$ cat config.mk
export PLATFORM = sky130hd
export DESIGN_NAME = ccp_unit
export DESIGN_NICKNAME = d
export VERILOG_FILES = /design/src/inc/ccp_pkg.sv /design/src/core/ccp_edge.sv /design/src/core/ccp_timebase.sv /design/src/core/ccp_unit.sv
export SDC_FILE = /design/constraint.sdc
export NUM_CORES = 1
export LEC_CHECK = 0
export ABC_AREA = 1
export BUFFER_PORTS_ARGS = -buffer_cell sky130_fd_sc_hd__buf_2
export CORE_ASPECT_RATIO = 0.8
export CORE_MARGIN = 1.5
export CORE_UTILIZATION = 60
export CTS_BUF_LIST = sky130_fd_sc_hd__clkbuf_16
export DETAILED_ROUTE_END_ITERATION = 10
export GPL_TIMING_DRIVEN = 0
export PLACE_DENSITY = 0.81
export SYNTH_ARGS = -nofsm -noshare
export SYNTH_HDL_FRONTEND = slang
export SYNTH_SLANG_ARGS = --single-unit
$ cat constraint.sdc
create_clock -name clk_sys -period 3.6 [get_ports clk_sys]
set_input_delay 0 -clock clk_sys [delete_from_list [all_inputs] [get_ports clk_sys]]
set_output_delay 0 -clock clk_sys [all_outputs]
set_load 0.01 [all_outputs]
$ cat src/inc/ccp_pkg.sv
// shared constants and types of the capture/compare/PWM unit
package ccp_pkg;
  // ---------------------------------------------------------------
  // register map
  // ---------------------------------------------------------------
  localparam int          CCP_AW      = 4;
  localparam int          CCP_DW      = 16;
  localparam logic [3:0]  OFF_CTRL0   = 4'h0;
  localparam logic [3:0]  OFF_CTRL1   = 4'h1;
  localparam logic [3:0]  OFF_CCPR0   = 4'h2;
  localparam logic [3:0]  OFF_CCPR1   = 4'h3;
  localparam logic [3:0]  OFF_PERIOD  = 4'h4;
  localparam logic [3:0]  OFF_STATUS  = 4'h5;
  localparam logic [3:0]  OFF_MASK    = 4'h6;
  localparam logic [3:0]  OFF_CONFIG  = 4'h7;
  // ---------------------------------------------------------------
  // fields and reset values
  // ---------------------------------------------------------------
  localparam int          CTRL_W      = 6;
  localparam int          MODE_LSB    = 0;
  localparam int          DC_LSB      = 4;
  localparam int          DC_W        = 2;
  localparam int          CFG_PINSEL  = 0;
  localparam int          CFG_DIR_LSB = 1;
  localparam logic [5:0]  CTRL_RST    = 6'h00;
  localparam logic [15:0] CCPR_RST    = 16'h0000;
  localparam logic [7:0]  PERIOD_RST  = 8'hFF;
  localparam logic [3:0]  CFG_RST     = 4'hF;
  localparam logic [3:0]  PRESC_4     = 4'h3;
  localparam logic [3:0]  PRESC_16    = 4'hF;
  // ---------------------------------------------------------------
  // mode select codes
  // ---------------------------------------------------------------
  localparam logic [3:0]  MODE_OFF      = 4'h0;
  localparam logic [3:0]  MODE_TOGGLE   = 4'h2;
  localparam logic [3:0]  MODE_CAP_FALL = 4'h4;
  localparam logic [3:0]  MODE_CAP_RISE = 4'h5;
  localparam logic [3:0]  MODE_CAP_4    = 4'h6;
  localparam logic [3:0]  MODE_CAP_16   = 4'h7;
  localparam logic [3:0]  MODE_SET_HI   = 4'h8;
  localparam logic [3:0]  MODE_SET_LO   = 4'h9;
  localparam logic [3:0]  MODE_SWINT    = 4'hA;
  localparam logic [3:0]  MODE_SPECIAL  = 4'hB;
  // ---------------------------------------------------------------
  // types
  // ---------------------------------------------------------------
  typedef enum logic [3:0] {
    CCP_OFF = 4'b0001,
    CCP_CAP = 4'b0010,
    CCP_CMP = 4'b0100,
    CCP_PWM = 4'b1000
  } ccp_class_type;

  typedef struct packed {
    logic [3:0]  addr;
    logic [15:0] wdata;
    logic        wr;
    logic        rd;
  } ccp_bus_type;

  typedef struct packed {
    logic       prev;
    logic [3:0] cnt;
  } ccp_edge_type;

  typedef struct packed {
    logic [1:0][5:0]  ctrl;
    logic [1:0][15:0] ccpr;
    logic [1:0][1:0]  act_lo;
    logic [1:0]       latch;
    logic [1:0]       mprev;
    logic [1:0]       status;
    logic [1:0]       mask;
    logic [3:0]       cfg;
    logic [7:0]       period;
    logic [15:0]      rdata;
    logic             special;
    logic [2:0]       pout;
    logic [2:0]       poe;
  } ccp_state_type;

  function automatic ccp_class_type ccp_class(input logic [3:0] m);
    case (m)
      MODE_TOGGLE, MODE_SET_HI, MODE_SET_LO, MODE_SWINT, MODE_SPECIAL: ccp_class = CCP_CMP;
      MODE_CAP_FALL, MODE_CAP_RISE, MODE_CAP_4, MODE_CAP_16: ccp_class = CCP_CAP;
      default: ccp_class = (m[3:2] == 2'b11) ? CCP_PWM : CCP_OFF;
    endcase
  endfunction : ccp_class

  // compare modes that own the pin, and every PWM mode
  function automatic logic ccp_drives(input logic [3:0] m);
    ccp_drives = (m == MODE_TOGGLE) || (m == MODE_SET_HI) || (m == MODE_SET_LO)
                 || (ccp_class(m) == CCP_PWM);
  endfunction : ccp_drives
endpackage : ccp_pkg

$ cat src/core/ccp_edge.sv
// pin edge detector with capture prescaler
`timescale 1ns/1ps
module ccp_edge
  import ccp_pkg::*;
(
  // clock and reset
  input  wire logic       clk_sys,
  input  wire logic       rst_n,
  // pin and mode
  input  wire logic       pin_in,
  input  wire logic [3:0] mode,
  // capture strobe
  output logic            cap
);
  ccp_edge_type s_reg, s_next;
  logic         rise;
  logic         fall;
  logic         last;

  assign rise = pin_in & ~s_reg.prev;
  assign fall = ~pin_in & s_reg.prev;

  always_comb begin
    s_next      = s_reg;
    s_next.prev = pin_in;
    last        = 1'b0;
    cap         = 1'b0;
    case (mode)
      MODE_CAP_FALL: cap = fall;
      MODE_CAP_RISE: cap = rise;
      MODE_CAP_4, MODE_CAP_16: begin
        last = (mode == MODE_CAP_4) ? (s_reg.cnt == PRESC_4) : (s_reg.cnt == PRESC_16);
        if (rise) begin
          cap        = last;
          s_next.cnt = last ? 4'h0 : s_reg.cnt + 4'h1;
        end
      end
      // leaving capture restarts the prescaler
      default: s_next.cnt = 4'h0;
    endcase
  end

  always_ff @(posedge clk_sys or negedge rst_n) begin
    if (!rst_n) begin
      s_reg <= '0;
    end else begin
      s_reg <= s_next;
    end
  end
endmodule : ccp_edge

$ cat src/core/ccp_timebase.sv
// PWM period timer: divide by four, then count up to the period limit
`timescale 1ns/1ps
module ccp_timebase
  import ccp_pkg::*;
#(
  parameter int DIV_W = DC_W
) (
  // clock and reset
  input  wire logic             clk_sys,
  input  wire logic             rst_n,
  // control
  input  wire logic             run,
  input  wire logic [7:0]       period,
  // timebase
  output logic                  reload,
  output logic [DIV_W+7:0]      pos
);
  typedef struct packed {
    logic [DIV_W-1:0] sub;
    logic [7:0]       tmr;
  } ccp_tb_type;

  ccp_tb_type s_reg, s_next;
  logic       step;

  if (DIV_W != DC_W) begin : g_chk
    $error("timebase fraction must match the duty low bits");
  end

  assign step   = run && (s_reg.sub == '1);
  assign reload = step && (s_reg.tmr == period);
  assign pos    = {s_reg.tmr, s_reg.sub};

  always_comb begin
    s_next = s_reg;
    if (!run) begin
      s_next = '0;
    end else begin
      s_next.sub = s_reg.sub + 1'b1;
      // RL16 period of limit plus one
      if (step) begin
        s_next.tmr = reload ? 8'h00 : s_reg.tmr + 8'h01;
      end
    end
  end

  always_ff @(posedge clk_sys or negedge rst_n) begin
    if (!rst_n) begin
      s_reg <= '0;
    end else begin
      s_reg <= s_next;
    end
  end
endmodule : ccp_timebase

$ cat src/core/ccp_unit.sv
// two-channel capture/compare/PWM unit with register port and interrupt
//
// What this block does
// RL1 - each of two channels holds one 16-bit capture/compare/duty register
// RL2 - mode 0000 disables the channel and returns its state to reset
// RL3 - mode 0010 toggles the pin on each compare match and sets the flag
// RL4 - mode 0100 captures on falling edges, 0101 on rising edges
// RL5 - mode 0110 captures every 4th rising edge, 0111 every 16th
// RL6 - mode 1000 starts pin low, forces it high on match, sets flag
// RL7 - mode 1001 starts pin high, forces it low on match, sets flag
// RL8 - mode 1010 only sets the flag on match; pin stays with the port
// RL9 - mode 1011 emits a timer-reset and conversion trigger on match, sets flag
// RL10 - modes 11xx are PWM; control bits 5-4 are the duty low bits
// RL11 - control bits 7 and 6 always read zero
// RL12 - with direction bit 0 the channel output overrides the port latch
// RL13 - a config bit puts channel two on the default or alternate pin
// RL14 - at period end: clear timer, set pin unless duty zero, load duty
// RL15 - duty writes apply at next period end; active duty is read-only
// RL16 - PWM period is period limit plus one timer steps
// RL17 - clearing channel two control forces its output latch low
// RL18 - reserved codes 0001 and 0011 behave as disabled
// RL19 - capture and compare use the external 16-bit timer value
//
// Strobed register access and the register addresses are this design's own decisions.
`timescale 1ns/1ps
module ccp_unit
  import ccp_pkg::*;
(
  // clock and reset
  input  wire logic        clk_sys,
  input  wire logic        rst_n,
  // register port
  input  wire logic [3:0]  reg_addr,
  input  wire logic [15:0] reg_wdata,
  input  wire logic        reg_wr,
  input  wire logic        reg_rd,
  output logic [15:0]      reg_rdata,
  // timer and triggers
  input  wire logic [15:0] timer_value,
  output logic             special_event,
  output logic             irq,
  // pins: 0 first channel, 1 second default, 2 second alternate
  input  wire logic [2:0]  pin_in,
  input  wire logic [2:0]  port_latch,
  output logic [2:0]       pin_out,
  output logic [2:0]       pin_oe
);
  // ---------------------------------------------------------------
  // state and helpers
  // ---------------------------------------------------------------
  ccp_state_type s_reg, s_next;
  ccp_bus_type   bus;
  logic [1:0]    cap;
  logic [1:0]    cap_src;
  logic          pwm_run;
  logic          reload;
  logic [9:0]    pos;
  logic [1:0]    drv;

  assign bus = '{addr: reg_addr, wdata: reg_wdata, wr: reg_wr, rd: reg_rd};

  // RL13 second channel pin choice
  assign cap_src[0] = pin_in[0];
  assign cap_src[1] = s_reg.cfg[CFG_PINSEL] ? pin_in[1] : pin_in[2];

  assign pwm_run = (ccp_class(s_reg.ctrl[0][3:0]) == CCP_PWM)
                   || (ccp_class(s_reg.ctrl[1][3:0]) == CCP_PWM);

  // ---------------------------------------------------------------
  // submodules
  // ---------------------------------------------------------------
  for (genvar g = 0; g < 2; g++) begin : g_edge
    ccp_edge u_edge (
      .clk_sys (clk_sys),
      .rst_n   (rst_n),
      .pin_in  (cap_src[g]),
      .mode    (s_reg.ctrl[g][3:0]),
      .cap     (cap[g])
    );
  end

  ccp_timebase #(
    .DIV_W (DC_W)
  ) u_timebase (
    .clk_sys (clk_sys),
    .rst_n   (rst_n),
    .run     (pwm_run),
    .period  (s_reg.period),
    .reload  (reload),
    .pos     (pos)
  );

  // ---------------------------------------------------------------
  // next state
  // ---------------------------------------------------------------
  always_comb begin
    logic [1:0]    ev;
    logic [1:0]    clr;
    ccp_class_type cls;
    logic [3:0]    m;
    logic          hit;
    logic          wc;
    logic          wd;
    logic [9:0]    duty;
    logic          sel;
    ev           = 2'b00;
    clr          = 2'b00;
    cls          = CCP_OFF;
    m            = MODE_OFF;
    hit          = 1'b0;
    wc           = 1'b0;
    wd           = 1'b0;
    duty         = 10'h000;
    sel          = 1'b0;
    drv          = 2'b00;
    s_next       = s_reg;
    s_next.special = 1'b0;
    s_next.rdata   = 16'h0000;

    for (int i = 0; i < 2; i++) begin
      m    = s_reg.ctrl[i][3:0];
      cls  = ccp_class(m);
      // RL19 compare against external timer
      hit  = (timer_value == s_reg.ccpr[i]);
      wc   = bus.wr && (bus.addr == ((i == 0) ? OFF_CTRL0 : OFF_CTRL1));
      wd   = bus.wr && (bus.addr == ((i == 0) ? OFF_CCPR0 : OFF_CCPR1));
      duty = {s_reg.ccpr[i][7:0], s_reg.ctrl[i][DC_LSB +: DC_W]};
      drv[i] = ccp_drives(m);
      s_next.mprev[i] = hit && (cls == CCP_CMP);

      // RL1 one 16-bit register per channel
      // RL15 high byte read-only in PWM
      if (wd) begin
        if (cls == CCP_PWM) begin
          s_next.ccpr[i][7:0] = bus.wdata[7:0];
        end else begin
          s_next.ccpr[i] = bus.wdata;
        end
      end

      case (cls)
        // RL2 disabled channel back to reset
        // RL18 reserved codes land here
        CCP_OFF: begin
          s_next.latch[i]  = 1'b0;
          s_next.act_lo[i] = 2'b00;
          s_next.mprev[i]  = 1'b0;
        end
        // RL4 edge capture
        // RL5 prescaled capture strobe
        CCP_CAP: begin
          if (cap[i]) begin
            s_next.ccpr[i] = timer_value;
            ev[i]          = 1'b1;
          end
        end
        // only the first cycle of a match acts, so a held timer fires once
        CCP_CMP: begin
          if (hit && !s_reg.mprev[i]) begin
            ev[i] = 1'b1;
            case (m)
              // RL3 toggle on match
              MODE_TOGGLE: s_next.latch[i] = ~s_reg.latch[i];
              // RL6 force high on match
              MODE_SET_HI: s_next.latch[i] = 1'b1;
              // RL7 force low on match
              MODE_SET_LO: s_next.latch[i] = 1'b0;
              // RL9 special event trigger
              MODE_SPECIAL: s_next.special = 1'b1;
              // RL8 flag only
              default: s_next.latch[i] = s_reg.latch[i];
            endcase
          end
        end
        // RL10 ten-bit duty from byte and low bits
        CCP_PWM: begin
          // RL14 period end reload
          if (reload) begin
            s_next.latch[i]         = (duty != 10'h000);
            s_next.ccpr[i][15:8]    = s_reg.ccpr[i][7:0];
            s_next.act_lo[i]        = s_reg.ctrl[i][DC_LSB +: DC_W];
          // clear one step early: the registered pin is then high for exactly duty clocks
          end else if (pos + 10'h001 == {s_reg.ccpr[i][15:8], s_reg.act_lo[i]}) begin
            s_next.latch[i] = 1'b0;
          end
        end
        default: s_next.latch[i] = 1'b0;
      endcase

      // control write last, so entering mode 1000 or 1001 sets the pin level
      if (wc) begin
        s_next.ctrl[i] = bus.wdata[CTRL_W-1:0];
        if (bus.wdata[3:0] != m) begin
          // RL6 enter low
          if (bus.wdata[3:0] == MODE_SET_HI) begin
            s_next.latch[i] = 1'b0;
          end
          // RL7 enter high
          if (bus.wdata[3:0] == MODE_SET_LO) begin
            s_next.latch[i] = 1'b1;
          end
        end
        // RL17 cleared control drops latch
        if (bus.wdata[3:0] == MODE_OFF) begin
          s_next.latch[i] = 1'b0;
        end
      end
    end

    // -------------------------------------------------------------
    // shared registers and interrupt
    // -------------------------------------------------------------
    if (bus.wr && bus.addr == OFF_PERIOD) begin
      s_next.period = bus.wdata[7:0];
    end
    if (bus.wr && bus.addr == OFF_MASK) begin
      s_next.mask = bus.wdata[1:0];
    end
    if (bus.wr && bus.addr == OFF_CONFIG) begin
      s_next.cfg = bus.wdata[3:0];
    end
    if (bus.wr && bus.addr == OFF_STATUS) begin
      clr = bus.wdata[1:0];
    end
    // a new event outranks a clear in the same cycle
    s_next.status = (s_reg.status & ~clr) | ev;

    // -------------------------------------------------------------
    // pins
    // -------------------------------------------------------------
    // RL12 channel output over port latch
    s_next.pout[0] = drv[0] ? s_next.latch[0] : port_latch[0];
    s_next.poe     = ~s_next.cfg[CFG_DIR_LSB +: 3];
    sel            = s_next.cfg[CFG_PINSEL];
    // RL13 default or alternate pin
    s_next.pout[1] = (sel && drv[1]) ? s_next.latch[1] : port_latch[1];
    s_next.pout[2] = (!sel && drv[1]) ? s_next.latch[1] : port_latch[2];

    // -------------------------------------------------------------
    // read data, one cycle after the strobe
    // -------------------------------------------------------------
    if (bus.rd) begin
      case (bus.addr)
        // RL11 upper control bits zero
        OFF_CTRL0:  s_next.rdata = {10'h000, s_reg.ctrl[0]};
        OFF_CTRL1:  s_next.rdata = {10'h000, s_reg.ctrl[1]};
        OFF_CCPR0:  s_next.rdata = s_reg.ccpr[0];
        OFF_CCPR1:  s_next.rdata = s_reg.ccpr[1];
        OFF_PERIOD: s_next.rdata = {8'h00, s_reg.period};
        OFF_STATUS: s_next.rdata = {14'h0000, s_reg.status};
        OFF_MASK:   s_next.rdata = {14'h0000, s_reg.mask};
        OFF_CONFIG: s_next.rdata = {12'h000, s_reg.cfg};
        default:    s_next.rdata = 16'h0000;
      endcase
    end
  end

  always_ff @(posedge clk_sys or negedge rst_n) begin
    if (!rst_n) begin
      s_reg        <= '0;
      s_reg.ctrl   <= {CTRL_RST, CTRL_RST};
      s_reg.ccpr   <= {CCPR_RST, CCPR_RST};
      s_reg.period <= PERIOD_RST;
      s_reg.cfg    <= CFG_RST;
      s_reg.poe    <= 3'b000;
    end else begin
      s_reg <= s_next;
    end
  end

  // ---------------------------------------------------------------
  // outputs
  // ---------------------------------------------------------------
  assign reg_rdata     = s_reg.rdata;
  assign special_event = s_reg.special;
  assign pin_out       = s_reg.pout;
  assign pin_oe        = s_reg.poe;
  assign irq           = |(s_reg.status & s_reg.mask);
endmodule : ccp_unit

Yosys cells after proc, flatten, opt, wreduce, memory -nomap -nowiden
Index checks and enable logic that the tools add are counted.
{"block": "totals", "out_inout_bits": 24, "regBits": 111}
{"block": "classes", "n_addsub": 5, "n_reduce_logical": 45, "n_mux": 77, "n_eq_ne": 54, "bitwise": 17}
{"op": "16-bit case mux with 8 select lines", "count": 1}
{"op": "16-bit 2-to-1 mux", "count": 5}
{"op": "8-bit 2-to-1 mux", "count": 8}
{"op": "4-bit by 3-bit equality test with 1-bit output, second input constant", "count": 14}
{"op": "4-bit equality test, second input constant", "count": 14}
{"op": "1-bit 2-to-1 mux", "count": 36}
{"op": "16-bit equality test", "count": 2}
{"op": "4-bit by 2-bit equality test with 1-bit output, second input constant", "count": 8}
{"op": "4-bit case mux with 2 select lines", "count": 4}
{"op": "8-bit case mux with 2 select lines", "count": 2}
{"op": "4-bit 2-to-1 mux", "count": 7}
{"op": "10-bit equality test", "count": 2}
{"op": "10-bit nonzero test", "count": 2}
{"op": "1-bit case mux with 3 select lines", "count": 6}
{"op": "1-bit logical AND", "count": 16}
{"op": "4-bit by 1-bit equality test with 1-bit output, second input constant", "count": 3}
{"op": "10-bit by 1-bit adder with 10-bit output, second input constant", "count": 1}
{"op": "10-bit 2-to-1 mux", "count": 1}
{"op": "2-bit OR reduction", "count": 5}
{"op": "5-bit OR reduction", "count": 2}
{"op": "4-bit by 1-bit adder with 4-bit output, second input constant", "count": 2}
{"op": "8-bit by 1-bit adder with 8-bit output, second input constant", "count": 1}
{"op": "8-bit equality test", "count": 1}
{"op": "4-bit zero test", "count": 2}
{"op": "other kinds (19)", "count": 53}

Depth between registers and ports, before layout
Gate-level depths: netlist of run 1.
{"block": "depth", "word_depth": 15, "mapped_depth": 19}

By module
From an unflattened synthesis of run 1, not the netlist that was laid out.
{"block": "unflattened", "cells_unflattened": 984, "area_unflattened_um2": 7118.1}
{"module": "ccp_unit", "cells_each": 788, "area_each_um2": 5759.3, "seq_area_each_um2": 2292.2, "instances": 1}
{"module": "ccp_timebase", "cells_each": 100, "area_each_um2": 685.7, "seq_area_each_um2": 250.2, "instances": 1}
{"module": "ccp_edge", "cells_each": 48, "area_each_um2": 336.6, "seq_area_each_um2": 125.1, "instances": 2}

Worst setup path after synthesis of run 1
Ideal clock, no wire load.
{"block": "synth_timing", "path_type": "register to register", "startpoint": "register u_timebase.s_reg, in the netlist u_timebase.pos[0]", "endpoint": "register s_reg, in the netlist pin_out[1]", "setup_ns": 0.120, "path_buffers": 1, "slack_ns": 1.731, "path_stages_with_launch": 20, "arrival_time_ns": 1.749, "required_time_ns": 3.480, "path_cell_list": "dfrtp_1 > ha_1 > buf_2 > inv_1 > nand2_1 > nand2_1 > nand2_1 > nand2_1 > nor2_1 > nand3_1 > nor2_1 > nand2_1 > nand2_1 > nand2_1 > nand2_1 > nand2_1 > nand2_1 > nand2_1 > nand2_1 > nand2_1"}
{"item": "start, declared", "line_no": "ccp_timebase.sv:23", "rtl": "ccp_tb_type s_reg, s_next;"}
{"item": "start signal, assigned", "line_no": "ccp_timebase.sv:51", "rtl": "s_reg <= s_next;"}
{"item": "end signal, assigned", "line_no": "ccp_unit.sv:267", "rtl": "s_reg <= s_next;"}
{"item": "end, declared", "line_no": "ccp_unit.sv:51", "rtl": "ccp_state_type s_reg, s_next;"}

==> impl_metrics.json, run 1 <==
{
  "drc": 0,
  "worst_ep_arrival_time_ns": 3.09,
  "synth_async_sr_flop_share_pct": 100.0,
  "layout_common_cells": "nand2_1 (263), inv_1 (116), dfrtp_1 (99), nor2_1 (93)",
  "reg2reg_to": "s_reg[73]",
  "yosys_warnings": 0,
  "fmax_mhz": 351.7,
  "drive_above_1_share_pct": 14.81,
  "rsz0062_at_grt": "no",
  "syn_to_final_growth_pct": 15.72,
  "antenna_left": 0,
  "seq_area_frac_synth_pct": 38.80,
  "synth_flop_cell": "dfrtp_1",
  "ys_ff_latch": 111,
  "overflow": 0,
  "dieWidth_um": 125.5,
  "syn_nets": 1045,
  "hpwl_um": 18440,
  "min_period_ns": 2.843,
  "syn_area_um2": 7197,
  "cts_resized": 0,
  "crit_fanout": 9,
  "largest_register_ff_count": 68,
  "powerDensity_nw_per_um2": 584.9,
  "hold_path_startpoint": "timer_value[0]",
  "cts_buffer_depth": 2,
  "route.vias.total": 7327,
  "p_leak_nw": 4.084,
  "firstDrtPassIters": 6,
  "drv_slew": 0,
  "grt_first_pass_wirelength_um": 36880,
  "r2r_cells": 12,
  "cts.sinks": 111,
  "initial_core_util_pct": 62.02,
  "clk_latency_ns": 0.36,
  "synth_cell_types": 49,
  "antenna_cells": 0,
  "r2r_slack_ns": 0.76,
  "track_usage_pct": 38.58,
  "io_buffers": 65,
  "cts_root_buffer": "clkbuf_16",
  "irDropWorstVdd_uv": 319.7,
  "min_path_cells": 3,
  "grt_start_max_net_pins": 72,
  "clk_pin_slew_ns": 0.08,
  "nFillCells": 1004,
  "dieArea_um2": 12670,
  "grt_pass1_vias": 6586,
  "synth.avg_cell_area_um2": 7.233,
  "fin_tns_setup_ns": 0,
  "antenna_found_initial": 0,
  "required_ns": 3.85,
  "min_path_type": "input pin to flip-flop",
  "cts_buffers": 9,
  "outcome": "complete, no violations",
  "synth-edff-count": 0,
  "timing.rr.start": "u_timebase.pos[0]",
  "die_h_um": 101.0,
  "hold_violations": 0,
  "final_common_cell": "nand2_1",
  "gp_congestion": 0.9959,
  "vias_per_cell": 5.838,
  "layout.nets": 1152,
  "drt-initial-drc-count": 886,
  "htreeDepth": 3,
  "wirelength_um": 23950,
  "startpoint_type": "flip-flop",
  "crit_path_end_kind": "flip-flop",
  "slew-limit-headroom_pct": 50.57,
  "clock_skew_ns": 0.009490,
  "setup_viol": 0,
  "hold_end": "s_reg[63]",
  "final_util_pct": 71.76,
  "max-cap-violations": 0,
  "num_rows": 35,
  "wire_per_inst_um": 19.08,
  "period_share_pct": 78.98,
  "critPathKind": "flip-flop to flip-flop",
  "synthCells": 995,
  "cts_tree": "done",
  "fp.coreArea_um2": 11600,
  "worst_slew_pin_slew_ns": 0.7415,
  "ios": 70
}
metrics by stage:
stage | total power, mW | std cells | area, µm² | setup slack, ns | hold slack, ns
2_1_floorplan | 3.093 | 995 | 7197 | 1.731 | -0.2956
6_report | 4.871 | 1255 | 8328 | 0.7568 | 0.01716
3_5_place_dp | 3.765 | 1209 | 7737 | 1.240 | 0.02298
5_1_grt | 5.104 | 1255 | 8328 | 0.6079 | 0.01530
3_3_place_gp | 3.738 | 1208 | 7707 | 1.206 | 0.1304
4_1_cts | 4.788 | 1255 | 8328 | 0.8439 | 0.01128
kinds of logic (layout without fill, tap and decap cells):
kind of cell	after synthesis	after routing	share of synthesized area [%]
adders and majority gates	4	4	0.6954
AOI/OAI and AO/OA	163	163	13.33
and+or+nand+nor	483	483	28.98
muxes	4	4	0.6258
DFF	111	111	38.80
buffers and inverters	175	287	10.87
xor gates and xnor gates	55	55	6.693
final cells by class:
cell class	instances	area [µm²]	area share [%]
inverters	130	493.0	5.919
flip-flops and latches	111	2793	33.53
multi-input cells	709	3622	43.49
clock buffers	9	225.2	2.704
plain buffers	45	289.0	3.471
well taps	148	185.2	2.224
repair buffers	96	655.6	7.873
clock inverters	7	65.06	0.7812
repair_timing:
| item | in CTS | in global routing |
|---|---|---|
| setup buffers | 0 | 0 |
| endpoints found under the setup margin | 0 | 0 |
| endpoints found under the hold margin | 78 | 0 |
| hold buffers | 30 | 0 |
layer usage:
metal | vias to the layer above | global-route usage, % | part of all wire (%)
met5 | - | 0 | 0
met4 | 0 | 11.36 | 2.4
met3 | 51 | 9.660 | 13
met2 | 443 | 55.18 | 41
met1 | 3402 | 57.64 | 44
li1 | 3431 | - | -
power by group:
group	internal (mW)	switching (mW)	leakage (nW)
registers	1.57	0.412	1.40
logic	0.684	1.21	2.55
clock network	0.486	0.513	0.139
total	2.74	2.13	4.08
cells in the mapped netlist, types with 3 or more instances:
library cell | count | share of area [%]
nand2_1 | 263 | 14
inv_1 | 116 | 6.1
dfrtp_1 | 99 | 34
nor2_1 | 93 | 4.9
nand3_1 | 70 | 4.9
o21ai_0 | 55 | 3.8
xor2_1 | 41 | 5.0
a21oi_1 | 27 | 1.9
buf_4 | 26 | 2.7
o22ai_1 | 24 | 2.1
o21ai_1 | 18 | 1.3
nand4_1 | 16 | 1.4
xnor2_1 | 14 | 1.7
dfstp_2 | 12 | 4.4
nor4_1 | 12 | 1.0
clkbuf_1 | 11 | 0.57
inv_2 | 9 | 0.47
a31oi_1 | 8 | 0.70
o211ai_1 | 8 | 0.83
nor2_2 | 7 | 0.61
nor3_1 | 7 | 0.49
o221ai_1 | 7 | 0.85
buf_2 | 6 | 0.42
ha_1 | 4 | 0.70
mux2_2 | 4 | 0.63
a211oi_1 | 3 | 0.31
a22oi_1 | 3 | 0.31
clkinv_1 | 3 | 0.16
nand2_2 | 3 | 0.26
how the worst max path moves through the flow:
stage / start / to / slack [ns] / cells past startpoint
2_1_floorplan: u_timebase.pos[0] / pin_out[1] / 1.73 / 19
3_3_place_gp: rst_n / pin_oe[0] / 1.21 / 1
4_1_cts: u_timebase.pos[0] / s_reg[73] / 0.84 / 12
3_5_place_dp: u_timebase.pos[0] / pin_out[1] / 1.24 / 19
6_report: u_timebase.pos[0] / s_reg[73] / 0.76 / 12
5_1_grt: u_timebase.pos[0] / s_reg[73] / 0.61 / 12
worst max-delay path, cell delays in order (launching register included):
cell and delay [ns]:
dfrtp_1 0.48, ha_1 0.19, buf_2 0.22, inv_1 0.13
nor2_1 0.32, nand2_2 0.25, inv_2 0.20, nand2_1 0.09
nand2_1 0.07, nand2_1 0.06, o211ai_1 0.08, nand2_1 0.06
dlygate4sd3_1 0.54
(Power assumes the default switching activity.)
==> run 2, diff against run 1 <==
Clock period 3.6 ns to 2.7 ns, I/O delays scaled along.
==> impl_metrics.json, run 2 (same netlist as run 1, synthesis figures left out) <==
{
  "worst_ep_arrival_time_ns": 2.73,
  "worstPathCellList": "ha_1, buf_2, inv_1, nor2_1, nand2_2, nor3_2, or2_2, nor2_1, a21oi_1",
  "wirelength_um": 23920,
  "r2r_cells": 9,
  "num_rows": 35,
  "max-cap-violations": 0,
  "hold_path_startpoint": "timer_value[0]",
  "firstDrtPassIters": 6,
  "rsz0062_at_grt": "no",
  "vias_per_cell": 5.797,
  "required_ns": 2.99,
  "irDropWorstVdd_uv": 428.9,
  "startpoint_type": "flip-flop",
  "drc": 0,
  "final_common_cell": "nand2_1",
  "cts_buffers": 9,
  "antenna_found_initial": 0,
  "drv_slew": 0,
  "worst_slew_pin_slew_ns": 0.7314,
  "p_leak_nw": 4.076,
  "clk_pin_slew_ns": 0.08,
  "antenna_cells": 0,
  "grt_start_max_net_pins": 72,
  "grt_first_pass_wirelength_um": 36890,
  "cts_tree": "done",
  "initial_core_util_pct": 62.02,
  "cts_root_buffer": "clkbuf_16",
  "powerDensity_nw_per_um2": 777.7,
  "drive_above_1_share_pct": 14.83,
  "fp.coreArea_um2": 11600,
  "min_period_ns": 2.444,
  "htreeDepth": 3,
  "cpMaxStageDelayCell": "dfrtp_1",
  "min_path_cells": 3,
  "cp_top_family": "simple AND/OR/NAND/NOR gates",
  "dieWidth_um": 125.5,
  "layout.nets": 1151,
  "clk_latency_ns": 0.36,
  "fin_tns_setup_ns": 0,
  "hold_violations": 0,
  "track_usage_pct": 38.62,
  "die_h_um": 101.0,
  "timing.rr.start": "u_timebase.pos[0]",
  "design_area_um2": 8318,
  "route.vias.total": 7270,
  "fmax_mhz": 409.2,
  "outcome": "complete, no violations",
  "ios": 70,
  "crit_path_end_kind": "flip-flop",
  "dieArea_um2": 12670,
  "hold_end": "s_reg[63]",
  "dpl_cell_area_um2": 7737,
  "crit_fanout": 9,
  "grt_pass1_vias": 6597,
  "gp_congestion": 0.9959,
  "nFillCells": 1004,
  "hpwl_um": 18440,
  "slowest_delay_ns": 0.48,
  "antenna_left": 0,
  "wire_per_inst_um": 19.08,
  "setup_viol": 0,
  "min_path_type": "input pin to flip-flop",
  "critPathKind": "flip-flop to flip-flop",
  "slew-limit-headroom_pct": 51.24,
  "period_share_pct": 90.50,
  "drt-initial-drc-count": 877,
  "largest_register_ff_count": 68,
  "cts_buffer_depth": 2,
  "io_buffers": 65,
  "clock_skew_ns": 0.009623,
  "reg2reg_to": "s_reg[45]",
  "crit_top_cell": "nor2_1",
  "cts.sinks": 111,
  "overflow": 0,
  "r2r_slack_ns": 0.26,
  "syn_to_final_growth_pct": 15.58,
  "worstPathBufferInverterCount": 2,
  "layout_common_cells": "nand2_1 (263), inv_1 (116), dfrtp_1 (99), nor2_1 (93)"
}
## run 2: cell types whose count changed in the layout (fill, tap and decap cells not counted), sizes merged
cell / delta
dlygate4sd3: -1
## run 2: metal layers
metal,global-route usage (%),up-vias,part of all wire (%)
met4,11.36,0,2.5
li1,-,3435,-
met5,0,-,0
met3,9.660,46,13
met2,55.14,449,41
met1,57.77,3340,43
## run 2: where the power goes
part           internal (mW)  switching, mW  leakage [nW]
Sequential              2.09          0.549          1.40
Clock                  0.647          0.672         0.139
Combinational          0.901           1.61          2.54
## run 2: how the worst max path moves through the flow
stage                            from    endpoint  depth (start not counted)
floorplan           u_timebase.pos[0]  pin_out[1]                         19
finish              u_timebase.pos[0]   s_reg[45]                          9
CTS                 u_timebase.pos[0]  pin_out[1]                         19
detailed placement  u_timebase.pos[0]  pin_out[1]                         19
global placement                rst_n   pin_oe[0]                          1
global route        u_timebase.pos[2]  pin_out[2]                         18
## run 2: cell type report
type | instances | area, µm² | share of cell area, %
Multi-Input combinational cell | 709 | 3622 | 43.55
Tap cell | 148 | 185.2 | 2.226
Buffer | 45 | 289.0 | 3.475
Clock buffer | 9 | 225.2 | 2.708
Inverter | 130 | 493.0 | 5.927
Clock inverter | 7 | 65.06 | 0.7822
Timing Repair Buffer | 95 | 645.6 | 7.762
Sequential cell | 111 | 2793 | 33.57
## run 2: per-stage QoR
stage / total power [mW] / cells / hold WS (ns) / utilization (%) / worst slack (ns)
after floorplan: 4.124 / 995 / -0.2956 / - / 0.8306
after global placement: 4.983 / 1208 / 0.1304 / 66.42 / 0.3063
after detailed placement: 5.020 / 1209 / 0.02298 / 66.67 / 0.3397
after CTS: 6.370 / 1254 / 0.01128 / 71.68 / 0.3213
after global routing: 6.791 / 1254 / 0.01530 / 71.68 / 0.04865
final: 6.469 / 1254 / 0.01983 / 71.68 / 0.2564
## run 2: what timing repair did
action,in CTS,in global routing
setup endpoints to repair,0,0
endpoints found under the hold margin,78,0
setup buffers,0,0
hold buffers,29,0
resized for setup,0,0
## run 2: worst reg2reg max path, delay by kind of cell, from the launching register on
| kind | cells | cell delay, ns |
|---|---|---|
| compound gates | 1 | 0.12 |
| fa+ha+maj | 1 | 0.19 |
| buf+inv | 2 | 0.35 |
| flops | 1 | 0.48 |
| simple gates | 5 | 1.23 |
